--- src/core/timer_params.svh ---
// address indices, bus widths, reset values and codes for the interval timer
`ifndef TIMER_PARAMS_SVH
`define TIMER_PARAMS_SVH

// bus geometry: byte address = 4 * register index
`define ADDR_W      18
`define IDX_W       16
`define DATA_W      32

// register indices (word index, byte address is four times this)
`define CTL0_IDX    16'hF360
`define CTLB_IDX    16'hF366
`define START_IDX   16'hF370
`define STOP_IDX    16'hF372
`define STAT_IDX    16'hF374
`define CNT0_IDX    16'hF378
`define MATCH0_IDX  16'hF380
`define IRQ_STAT_IDX 16'hF388
`define IRQ_EN_IDX  16'hF38A
`define IRQ_CLR_IDX 16'hF38C
`define IDX_STEP    16'h0002

// reset values and masks
`define CTL_RESET   8'h00
`define CTL_WMASK   8'hFB
`define MATCH_RESET 16'hFFFF
`define COUNT_ZERO  16'h0000
`define BITS_RESET  4'h0

// source select and prescale codes
`define SRC_LOW     2'h0
`define SRC_OSC     2'h1
`define SRC_EXT     2'h3
`define DIV_RSVD    3'h7
`define PRE_W       7
`define PRE_ONE     7'h01

// bus answers
`define RESP_OKAY   2'h0
`define RESP_SLVERR 2'h2

`endif

--- src/core/timer_pkg.sv ---
// shared types of the interval timer
package timer_pkg;

	// one channel control byte, laid out as software sees it
	typedef struct packed {
		logic       single_shot;   // 1 = stop after one period
		logic       out_polarity;  // 1 = inverted wave
		logic [2:0] prescale_sel;  // divide by 2^code, code 7 divides by one
		logic       rsvd;          // reads zero
		logic [1:0] source_sel;    // count clock source
	} chan_ctrl_s;

	// per-channel run state
	typedef enum logic [1:0] {
		CH_IDLE,
		CH_ARM,
		CH_COUNT,
		CH_HALT
	} chan_state_e;

endpackage

--- src/core/timer_channel.sv ---
// one 16-bit up-counting interval channel driven by a count tick
`include "timer_params.svh"
module timer_channel
	import timer_pkg::*;
#(
	parameter int W = 16
) (
	input  wire logic         aclk,
	input  wire logic         aresetn,
	input  wire logic         tick,
	input  wire logic         start,
	input  wire logic         stop,
	input  wire logic         zero_count,
	input  wire logic         single_shot,
	input  wire logic         out_polarity,
	input  wire logic [W-1:0] chan_match_value,
	output logic      [W-1:0] chan_count_value,
	output logic              counting,
	output logic              match_pulse,
	output logic              wave_out
);

	chan_state_e  state_r;   // run state
	logic [W-1:0] count_r;   // live count
	logic         toggle_r;  // wave before polarity
	logic         hit;       // count equals match value
	logic         stepping;  // counter advances this cycle

	assign hit      = (count_r == chan_match_value);
	assign stepping = tick && ((state_r == CH_COUNT) || (state_r == CH_HALT));
	assign counting = (state_r != CH_IDLE);
	assign chan_count_value = count_r;

	////////////////////////////////////////////////////////////////////////
	// run state: arm waits for the first tick so starting is synchronous
	always_ff @(posedge aclk) begin
		if (!aresetn) begin
			state_r <= CH_IDLE;
		end else begin
			unique case (state_r)
				CH_IDLE: begin
					// stop is ignored here
					if (start) begin
						state_r <= CH_ARM;
					end
				end
				CH_ARM: begin
					if (stop) begin
						state_r <= CH_HALT;
					end else if (tick) begin
						state_r <= CH_COUNT;
					end
				end
				CH_COUNT: begin
					if (stop) begin
						state_r <= CH_HALT;
					end else if (tick && hit && single_shot) begin
						state_r <= CH_IDLE;
					end
				end
				CH_HALT: begin
					// a fresh start cancels the pending halt
					if (start) begin
						state_r <= CH_COUNT;
					end else if (tick) begin
						state_r <= CH_IDLE;
					end
				end
			endcase
		end
	end

	////////////////////////////////////////////////////////////////////////
	// counter: software clear beats a tick in the same cycle
	always_ff @(posedge aclk) begin
		if (!aresetn) begin
			count_r <= `COUNT_ZERO;
		end else if (zero_count) begin
			count_r <= `COUNT_ZERO;
		end else if (stepping) begin
			// reload on match, never cleared by stop or restart
			count_r <= hit ? `COUNT_ZERO : count_r + W'(1);
		end
	end

	////////////////////////////////////////////////////////////////////////
	// match pulse and output wave
	always_ff @(posedge aclk) begin
		if (!aresetn) begin
			match_pulse <= 1'b0;
			toggle_r    <= 1'b0;
			wave_out    <= 1'b0;
		end else begin
			match_pulse <= stepping && hit;
			if (stepping && hit) begin
				toggle_r <= ~toggle_r;
			end
			wave_out <= toggle_r ^ out_polarity;
		end
	end

endmodule

--- src/core/quad_sixteen_bit_interval_timer.sv ---
// four 16-bit interval timers behind an AXI4-Lite slave
`include "timer_params.svh"
module quad_sixteen_bit_interval_timer
	import timer_pkg::*;
#(
	parameter int CHANNELS = 4,
	parameter int CNT_W    = 16
) (
	input  wire logic                 aclk,
	input  wire logic                 aresetn,
	// write address channel
	input  wire logic [`ADDR_W-1:0]   s_axi_awaddr,
	input  wire logic [2:0]           s_axi_awprot,
	input  wire logic                 s_axi_awvalid,
	output logic                      s_axi_awready,
	// write data channel
	input  wire logic [`DATA_W-1:0]   s_axi_wdata,
	input  wire logic [`DATA_W/8-1:0] s_axi_wstrb,
	input  wire logic                 s_axi_wvalid,
	output logic                      s_axi_wready,
	// write response channel
	output logic [1:0]                s_axi_bresp,
	output logic                      s_axi_bvalid,
	input  wire logic                 s_axi_bready,
	// read address channel
	input  wire logic [`ADDR_W-1:0]   s_axi_araddr,
	input  wire logic [2:0]           s_axi_arprot,
	input  wire logic                 s_axi_arvalid,
	output logic                      s_axi_arready,
	// read data channel
	output logic [`DATA_W-1:0]        s_axi_rdata,
	output logic [1:0]                s_axi_rresp,
	output logic                      s_axi_rvalid,
	input  wire logic                 s_axi_rready,
	// count clock sources, all asynchronous to aclk
	input  wire logic                 low_speed_clock,
	input  wire logic                 oscillator_clock,
	input  wire logic                 ext_clock_pin,
	// outputs
	output logic [CHANNELS-1:0]       chan_wave_out,
	output logic [CHANNELS-1:0]       chan_match_irq,
	output logic                      irq
);

	////////////////////////////////////////////////////////////////////////
	// declarations

	localparam int SRCS = 3; // low, oscillator, external

	// source synchronisers: three stages, stage one feeds stage two only
	logic [SRCS-1:0]     src_in;      // raw source levels
	logic [SRCS-1:0]     sync1_r;     // metastability stage
	logic [SRCS-1:0]     sync2_r;     // second stage
	logic [SRCS-1:0]     sync3_r;     // third stage
	logic [SRCS-1:0]     level_r;     // accepted level
	logic [SRCS-1:0]     agree;       // stages two and three agree
	logic [SRCS-1:0]     src_fall;    // accepted falling edge, one cycle

	// configuration and per-channel state
	chan_ctrl_s          ctrl_r   [CHANNELS]; // control bytes
	logic [CNT_W-1:0]    match_r  [CHANNELS]; // match values
	logic [CNT_W-1:0]    count    [CHANNELS]; // live counts
	logic [`PRE_W-1:0]   pre_cnt_r[CHANNELS]; // prescale counters
	logic [CHANNELS-1:0] tick;        // divided falling edge
	logic [CHANNELS-1:0] running;     // counting status
	logic [CHANNELS-1:0] match_pls;   // match events
	logic [CHANNELS-1:0] start_pls;   // start requests
	logic [CHANNELS-1:0] stop_pls;    // stop requests
	logic [CHANNELS-1:0] zero_pls;    // counter clears

	// interrupt registers
	logic [CHANNELS-1:0] irq_stat_r;  // sticky match flags
	logic [CHANNELS-1:0] irq_en_r;    // enables
	logic [CHANNELS-1:0] irq_clr;     // clear strobes this cycle

	// write path holding registers
	logic                aw_held_r;
	logic [`IDX_W-1:0]   aw_idx_r;
	logic                w_held_r;
	logic [`DATA_W-1:0]  w_data_r;
	logic [`DATA_W/8-1:0] w_strb_r;
	logic                wr_fire;     // both halves present
	logic                wr_hit;      // index is mapped
	logic [`IDX_W-1:0]   ar_idx;      // read index
	logic [`DATA_W-1:0]  rd_data;     // read mux output
	logic                rd_hit;      // read index is mapped

	////////////////////////////////////////////////////////////////////////
	// clock source crossing into aclk
	assign src_in = {ext_clock_pin, oscillator_clock, low_speed_clock};
	assign agree  = ~(sync2_r ^ sync3_r);
	assign src_fall = level_r & agree & ~sync3_r;

	// a change is accepted only once stages two and three agree
	always_ff @(posedge aclk) begin
		if (!aresetn) begin
			sync1_r <= '0;
			sync2_r <= '0;
			sync3_r <= '0;
			level_r <= '0;
		end else begin
			sync1_r <= src_in;
			sync2_r <= sync1_r;
			sync3_r <= sync2_r;
			level_r <= (agree & sync3_r) | (~agree & level_r);
		end
	end

	////////////////////////////////////////////////////////////////////////
	// divide-by mask for a prescale code; the reserved code passes through
	function automatic logic [`PRE_W-1:0] pre_mask(input logic [2:0] code);
		logic [`PRE_W-1:0] m;
		m = '0;
		if (code != `DIV_RSVD) begin
			m = `PRE_W'((`PRE_ONE << code) - `PRE_ONE);
		end
		return m;
	endfunction

	////////////////////////////////////////////////////////////////////////
	// per-channel clock selection, prescaler and counter core
	generate
		for (genvar i = 0; i < CHANNELS; i++) begin : g_chan
			logic              sel_fall; // falling edge of chosen source
			logic [`PRE_W-1:0] mask;     // prescale mask

			// source select, reserved code falls back to low speed
			always_comb begin
				unique case (ctrl_r[i].source_sel)
					`SRC_OSC: sel_fall = src_fall[1];
					`SRC_EXT: sel_fall = src_fall[2];
					default:  sel_fall = src_fall[0];
				endcase
			end

			assign mask    = pre_mask(ctrl_r[i].prescale_sel);
			// divided clock falls once per 2^code source falls, on every source fall for code 7
			assign tick[i] = sel_fall && ((pre_cnt_r[i] & mask) == mask);

			// prescaler restarts while stopped so each start is repeatable
			always_ff @(posedge aclk) begin
				if (!aresetn) begin
					pre_cnt_r[i] <= '0;
				end else if (!running[i]) begin
					pre_cnt_r[i] <= '0;
				end else if (sel_fall) begin
					pre_cnt_r[i] <= pre_cnt_r[i] + `PRE_W'(1);
				end
			end

			timer_channel #(
				.W(CNT_W)
			) u_chan (
				.aclk            (aclk),
				.aresetn         (aresetn),
				.tick            (tick[i]),
				.start           (start_pls[i]),
				.stop            (stop_pls[i]),
				.zero_count      (zero_pls[i]),
				.single_shot     (ctrl_r[i].single_shot),
				.out_polarity    (ctrl_r[i].out_polarity),
				.chan_match_value(match_r[i]),
				.chan_count_value(count[i]),
				.counting        (running[i]),
				.match_pulse     (match_pls[i]),
				.wave_out        (chan_wave_out[i])
			);
		end
	endgenerate

	assign chan_match_irq = match_pls;

	////////////////////////////////////////////////////////////////////////
	// AXI4-Lite write: address and data taken in either order
	assign s_axi_awready = !aw_held_r;
	assign s_axi_wready  = !w_held_r;
	assign wr_fire       = aw_held_r && w_held_r && !s_axi_bvalid;

	// hold the address until the write is carried out
	always_ff @(posedge aclk) begin
		if (!aresetn) begin
			aw_held_r <= 1'b0;
			aw_idx_r  <= '0;
		end else if (s_axi_awvalid && s_axi_awready) begin
			aw_held_r <= 1'b1;
			aw_idx_r  <= s_axi_awaddr[`ADDR_W-1:2];
		end else if (wr_fire) begin
			aw_held_r <= 1'b0;
		end
	end

	// hold the data until the write is carried out
	always_ff @(posedge aclk) begin
		if (!aresetn) begin
			w_held_r <= 1'b0;
			w_data_r <= '0;
			w_strb_r <= '0;
		end else if (s_axi_wvalid && s_axi_wready) begin
			w_held_r <= 1'b1;
			w_data_r <= s_axi_wdata;
			w_strb_r <= s_axi_wstrb;
		end else if (wr_fire) begin
			w_held_r <= 1'b0;
		end
	end

	// mapped write indices
	always_comb begin
		wr_hit = (aw_idx_r == `START_IDX) || (aw_idx_r == `STOP_IDX) || (aw_idx_r == `STAT_IDX)
			|| (aw_idx_r == `IRQ_STAT_IDX) || (aw_idx_r == `IRQ_EN_IDX) || (aw_idx_r == `IRQ_CLR_IDX);
		for (int i = 0; i < CHANNELS; i++) begin
			if ((aw_idx_r == `CTL0_IDX + `IDX_W'(i) * `IDX_STEP)
				|| (aw_idx_r == `CNT0_IDX + `IDX_W'(i) * `IDX_STEP)
				|| (aw_idx_r == `MATCH0_IDX + `IDX_W'(i) * `IDX_STEP)) begin
				wr_hit = 1'b1;
			end
		end
	end

	// response: unmapped index answers slave error, nothing stored
	always_ff @(posedge aclk) begin
		if (!aresetn) begin
			s_axi_bvalid <= 1'b0;
			s_axi_bresp  <= `RESP_OKAY;
		end else if (wr_fire) begin
			s_axi_bvalid <= 1'b1;
			s_axi_bresp  <= wr_hit ? `RESP_OKAY : `RESP_SLVERR;
		end else if (s_axi_bready) begin
			s_axi_bvalid <= 1'b0;
		end
	end

	////////////////////////////////////////////////////////////////////////
	// write strobes into the channels: one-cycle pulses
	always_comb begin
		for (int i = 0; i < CHANNELS; i++) begin
			start_pls[i] = wr_fire && w_strb_r[0] && (aw_idx_r == `START_IDX) && w_data_r[i];
			stop_pls[i]  = wr_fire && w_strb_r[0] && (aw_idx_r == `STOP_IDX) && w_data_r[i];
			// any lane, any value: the data are discarded
			zero_pls[i]  = wr_fire && (|w_strb_r)
				&& (aw_idx_r == `CNT0_IDX + `IDX_W'(i) * `IDX_STEP);
			irq_clr[i]   = wr_fire && w_strb_r[0] && (aw_idx_r == `IRQ_CLR_IDX) && w_data_r[i];
		end
	end

	// control bytes; software must only rewrite a stopped channel,
	// a write while running takes effect at once and may glitch the period
	always_ff @(posedge aclk) begin
		for (int i = 0; i < CHANNELS; i++) begin
			if (!aresetn) begin
				ctrl_r[i] <= chan_ctrl_s'(`CTL_RESET);
			end else if (wr_fire && w_strb_r[0] && (aw_idx_r == `CTL0_IDX + `IDX_W'(i) * `IDX_STEP)) begin
				ctrl_r[i] <= chan_ctrl_s'(w_data_r[7:0] & `CTL_WMASK);
			end
		end
	end

	// match values, byte lanes honoured
	always_ff @(posedge aclk) begin
		for (int i = 0; i < CHANNELS; i++) begin
			if (!aresetn) begin
				match_r[i] <= `MATCH_RESET;
			end else if (wr_fire && (aw_idx_r == `MATCH0_IDX + `IDX_W'(i) * `IDX_STEP)) begin
				if (w_strb_r[0]) begin
					match_r[i][7:0] <= w_data_r[7:0];
				end
				if (w_strb_r[1]) begin
					match_r[i][15:8] <= w_data_r[15:8];
				end
			end
		end
	end

	////////////////////////////////////////////////////////////////////////
	// interrupts: a match in the clearing cycle survives the clear
	always_ff @(posedge aclk) begin
		if (!aresetn) begin
			irq_stat_r <= `BITS_RESET;
		end else begin
			irq_stat_r <= (irq_stat_r & ~irq_clr) | match_pls;
		end
	end

	// enable register
	always_ff @(posedge aclk) begin
		if (!aresetn) begin
			irq_en_r <= `BITS_RESET;
		end else if (wr_fire && w_strb_r[0] && (aw_idx_r == `IRQ_EN_IDX)) begin
			irq_en_r <= w_data_r[CHANNELS-1:0];
		end
	end

	// level interrupt, registered
	always_ff @(posedge aclk) begin
		if (!aresetn) begin
			irq <= 1'b0;
		end else begin
			irq <= |(irq_stat_r & irq_en_r);
		end
	end

	////////////////////////////////////////////////////////////////////////
	// AXI4-Lite read: one outstanding read, answer one cycle after taking
	assign s_axi_arready = !s_axi_rvalid;
	assign ar_idx        = s_axi_araddr[`ADDR_W-1:2];

	// read mux; write-only registers read zero
	always_comb begin
		rd_data = '0;
		rd_hit  = 1'b1;
		if ((ar_idx == `START_IDX) || (ar_idx == `STOP_IDX) || (ar_idx == `IRQ_CLR_IDX)) begin
			rd_data = '0;
		end else if (ar_idx == `STAT_IDX) begin
			rd_data[CHANNELS-1:0] = running;
		end else if (ar_idx == `IRQ_STAT_IDX) begin
			rd_data[CHANNELS-1:0] = irq_stat_r;
		end else if (ar_idx == `IRQ_EN_IDX) begin
			rd_data[CHANNELS-1:0] = irq_en_r;
		end else begin
			rd_hit = 1'b0;
			for (int i = 0; i < CHANNELS; i++) begin
				if (ar_idx == `CTL0_IDX + `IDX_W'(i) * `IDX_STEP) begin
					rd_data[7:0] = ctrl_r[i];
					rd_hit       = 1'b1;
				end
				if (ar_idx == `CNT0_IDX + `IDX_W'(i) * `IDX_STEP) begin
					// same clock domain, so a running count reads coherently
					rd_data[CNT_W-1:0] = count[i];
					rd_hit             = 1'b1;
				end
				if (ar_idx == `MATCH0_IDX + `IDX_W'(i) * `IDX_STEP) begin
					rd_data[CNT_W-1:0] = match_r[i];
					rd_hit             = 1'b1;
				end
			end
		end
	end

	// read data register
	always_ff @(posedge aclk) begin
		if (!aresetn) begin
			s_axi_rvalid <= 1'b0;
			s_axi_rdata  <= '0;
			s_axi_rresp  <= `RESP_OKAY;
		end else if (s_axi_arvalid && s_axi_arready) begin
			s_axi_rvalid <= 1'b1;
			s_axi_rdata  <= rd_data;
			s_axi_rresp  <= rd_hit ? `RESP_OKAY : `RESP_SLVERR;
		end else if (s_axi_rready) begin
			s_axi_rvalid <= 1'b0;
		end
	end

endmodule

--- config.mk ---
export PLATFORM = sky130hd
export DESIGN_NAME = quad_sixteen_bit_interval_timer
export DESIGN_NICKNAME = d
export VERILOG_FILES = /design/src/core/timer_pkg.sv /design/src/core/timer_channel.sv /design/src/core/quad_sixteen_bit_interval_timer.sv
export VERILOG_INCLUDE_DIRS = /design/src /design/src/core
export SDC_FILE = /design/constraint.sdc
export NUM_CORES = 1
export LEC_CHECK = 0
export BUFFER_PORTS_ARGS = -buffer_cell sky130_fd_sc_hd__clkbuf_2
export CORE_UTILIZATION = 45
export CTS_CLUSTER_SIZE = 12
export DETAILED_ROUTE_END_ITERATION = 8
export PLACE_DENSITY = 0.68
export SYNTH_ARGS = -nofsm -noshare
export SYNTH_HDL_FRONTEND = slang
export SYNTH_SLANG_ARGS = --single-unit
--- constraint.sdc ---
create_clock -name aclk -period 6.4 [get_ports aclk]
set_input_delay 0.32 -clock aclk [delete_from_list [all_inputs] [get_ports aclk]]
set_output_delay 0.32 -clock aclk [all_outputs]
set_load 0.005 [all_outputs]
==> flow_metrics.py <==
metrics = {
    "setup_path": {
        "cp.depth": 6,
        "crit_type": "register to register",
        "r2r.worst_path.cells": 6,
        "crit_end": "g_chan[2].u_chan.chan_count_value[8]",
        "reg2reg_to": "g_chan[2].u_chan.chan_count_value[8]",
        "cpMaxStageDelayCell": "nor3b_1",
        "cp.arrival_ns": 3.93,
        "crit_path_max_incr_delay_ns": 0.77,
        "reg2reg_slack_ns": 2.88,
        "crit_path_frequent_cell": "nor3b_1",
        "critical_path.top_delay_family": "simple AND/OR/NAND/NOR gates",
        "crit_chain": "nor3b_1 > mux2i_1 > nand2b_1 > nor3b_1 > or3_1 > nor2_1",
        "crit_fanout": 17,
        "cp.required_ns": 6.82,
        "cp-start-kind": "register",
        "worst_setup_path_end_kind": "register",
        "critPathBufInv": 0,
    },
    "cts": {
        "numCtsBuffers": 30,
        "cts_tree": "built",
        "htree_num_levels": 1,
        "postCtsResizedCells": 0,
        "clock_latency_ns": 0.56,
        "clkTransAtPathRegs_ns": 0.06,
        "clock_sinks": 279,
        "cts_root_buffer": "clkbuf_16",
        "clock_path_buffers": 3,
        "postCtsSetupBuffers": 0,
    },
    "synth": {
        "synth_edf_count": 116,
        "synthFlopType": "dfxtp_1",
        "synth_area_per_cell_um2": 9.19,
        "seq_area_frac_synth_pct": 47.3,
        "yosysWarnings": 0,
        "ys_ff_latch": 279,
        "async_flop_share_pct": 0,
        "synth_cells": 1553,
        "synthDistinctLibCells": 82,
        "syn_area_mm2": 0.0143,
    },
    "place": {
        "dp_hpwl_um": 31200,
        "post-place-ws_ns": 2.98,
        "routabilityCongestion": 0.939,
        "port-buffer-count": 93,
    },
    "power_and_ir_drop": {
        "ir_drop_uv": 196,
        "power.density_mw_per_mm2": 233,
        "p_leak_nw": 5.50,
    },
    "grt": {
        "grt_max_degree": 41,
        "grt_pass1_vias": 11600,
        "gr-total-overflow": 0,
        "grt_usage_pct": 26.3,
        "antenna_found_initial": 2,
        "grt_pass1_wl_um": 66500,
    },
    "sta": {
        "drv_slew": 0,
        "tns_ns": 0,
        "tightest_slew_ns": 1.25,
        "min_period_over_period_pct": 55.0,
        "rsz0062_at_grt": "false",
        "finClkSkew_ns": 0.0121,
        "hold_viol_final": 0,
        "setup-violations-final": 0,
        "postLayoutSetupSlackWorst_ns": 2.88,
        "fmax_mhz": 284,
        "period_needed_ns": 3.52,
        "slew-limit-headroom_pct": 15.7,
    },
    "floorplanning": {
        "start_util_pct": 46.2,
        "rows": 64,
        "die-area_mm2": 0.0324,
        "die_h_um": 180,
        "coreArea_mm2": 0.0309,
        "dieWidth_um": 180,
        "ios": 138,
    },
    "cells_and_area": {
        "fill_cells": 2802,
        "post-route-util_pct": 52.8,
        "layout.nets": 1741,
        "area_growth_pct": 14.4,
        "layout-drive-gt1-share_pct": 10.9,
        "mostFrequentLayoutCells": "170 x nand2_1, 163 x dfxtp_1, 160 x nor2_1, 116 x edfxtp_1, 98 x a21oi_1",
        "multi_input_comb_area_mm2": 0.00700,
        "layout_commonest_cell": "nand2_1",
        "ff_latch_area_mm2": 0.00675,
    },
    "routing": {
        "firstDrtPassIters": 8,
        "vias": 12400,
        "via_per_inst": 6.02,
        "wl_um": 43600,
        "drc": 0,
        "ant_nets": 0,
        "drtIter0Drc": 1369,
        "post_drt_wl_per_cell_um": 21.1,
    },
    "worst_hold_path": {
        "hold_path.class": "input pin to register",
    },
    "flow_run": {
        "cap_viol_max_count": 0,
    },
    "outcome": {
        "outcome": "finished clean",
    },
}
-- layout make-up --
cell class | instances | area share, %
clock buffer | 50 | 5.88
antenna | 1 | 0.0153
tap | 396 | 3.04
sequential | 279 | 41.3
timing repair buffer | 152 | 6.21
multi-input combinational | 1161 | 42.9
clock inverter | 5 | 0.153
inverter | 21 | 0.483
-- cell usage after synthesis (15+ instances only) --
| cell type | number | share of area (%) |
|---|---|---|
| or3_1 | 80 | 3.5 |
| and2_1 | 39 | 1.7 |
| nand4_1 | 40 | 1.8 |
| a21oi_1 | 98 | 3.4 |
| buf_4 | 28 | 1.5 |
| clkbuf_1 | 68 | 1.8 |
| dfxtp_1 | 163 | 23 |
| nor2_1 | 160 | 4.2 |
| xnor2_1 | 94 | 5.8 |
| nor4_1 | 16 | 0.70 |
| o21ai_0 | 54 | 1.9 |
| xor2_1 | 46 | 2.8 |
| a221oi_1 | 15 | 0.92 |
| and3_1 | 19 | 0.83 |
| nand3_1 | 73 | 2.6 |
| edfxtp_1 | 116 | 24 |
| nor3_1 | 31 | 1.1 |
| nand2_1 | 170 | 4.5 |
| inv_1 | 21 | 0.55 |
-- flip-flops by register name, indices dropped and copies added, names as in the netlist, 3 cells and up, named ones only --
name and flops:
aw_idx_r 16, ctrl_r 28, g_chan.u_chan.state_r 8, w_data_r 16, irq_en_r 4, sync2_r 3
s_axi_rdata 16, g_chan.u_chan.match_pulse 4, sync1_r 3, g_chan.u_chan.chan_count_value 64, g_chan.u_chan.wave_out 4, g_chan.u_chan.toggle_r 4
irq_stat_r 4, w_strb_r 4, match_r 64, pre_cnt_r 24, sync3_r 3
-- worst min-delay path by stage --
stage                         from  cells past startpoint           to
floorplan               sync1_r[0]                      1   sync2_r[0]
global placement        sync1_r[1]                      1   sync2_r[1]
detailed placement      sync1_r[0]                      1   sync2_r[0]
finish              s_axi_wdata[9]                      3  w_data_r[9]
global route        s_axi_wdata[9]                      3  w_data_r[9]
CTS                 s_axi_wdata[9]                      3  w_data_r[9]
-- stage by stage --
stage | instances | area (um^2) | power (W) | hold WS [ns]
floorplan | 1570 | 14300 | 0.00203 | 0.412
global placement | 1967 | 14900 | 0.00210 | 0.414
detailed placement | 1967 | 14900 | 0.00211 | 0.428
CTS | 2064 | 16300 | 0.00383 | 0.000866
global route | 2064 | 16300 | 0.00392 | 0.0522
finish | 2065 | 16300 | 0.00381 | 0.0108
-- logic make-up after synthesis --
family / after synthesis / synth area share (%)
other cells: 1 / 0.0263
xor+xnor: 140 / 8.59
simple gates: 711 / 25.7
buf+inv: 130 / 4.27
compound gates: 270 / 12.4
flops: 279 / 47.3
fa+ha+maj: 8 / 0.701
mux: 14 / 0.999
-- routing by layer --
| layer | wire [um] | share of wire (%) | up-vias | track usage, % |
|---|---|---|---|---|
| li1 | - | - | 5769 | - |
| met3 | 3540 | 8.1 | 106 | 3.94 |
| met1 | 18500 | 42 | 5984 | 35.8 |
| met4 | 1450 | 3.3 | 2 | 9.20 |
| met2 | 20100 | 46 | 565 | 42.8 |
| met5 | 12 | 0.028 | - | 0 |
-- power by group --
| group | leakage [nW] | switching, W | internal [W] | total, W |
|---|---|---|---|---|
| Clock | 0.487 | 0.000702 | 0.00101 | 0.00172 |
| Combinational | 2.67 | 0.000112 | 0.0000670 | 0.000179 |
| Sequential | 2.34 | 0.0000411 | 0.00187 | 0.00191 |
| Total | 5.50 | 0.000856 | 0.00295 | 0.00381 |
-- worst register-to-register path, cell delays in order (launching register included) --
cell and delay (ns):
dfxtp_1 0.34, nor3b_1 0.77, mux2i_1 0.33, nand2b_1 0.59, nor3b_1 0.56, or3_1 0.65, nor2_1 0.13
-- repair_timing --
item                       4_1_cts  5_1_grt
hold endpoints to repair        42        0
hold buffers                    42        0
setup endpoints to repair        0        0
Power figures use the tool's default switching activity.
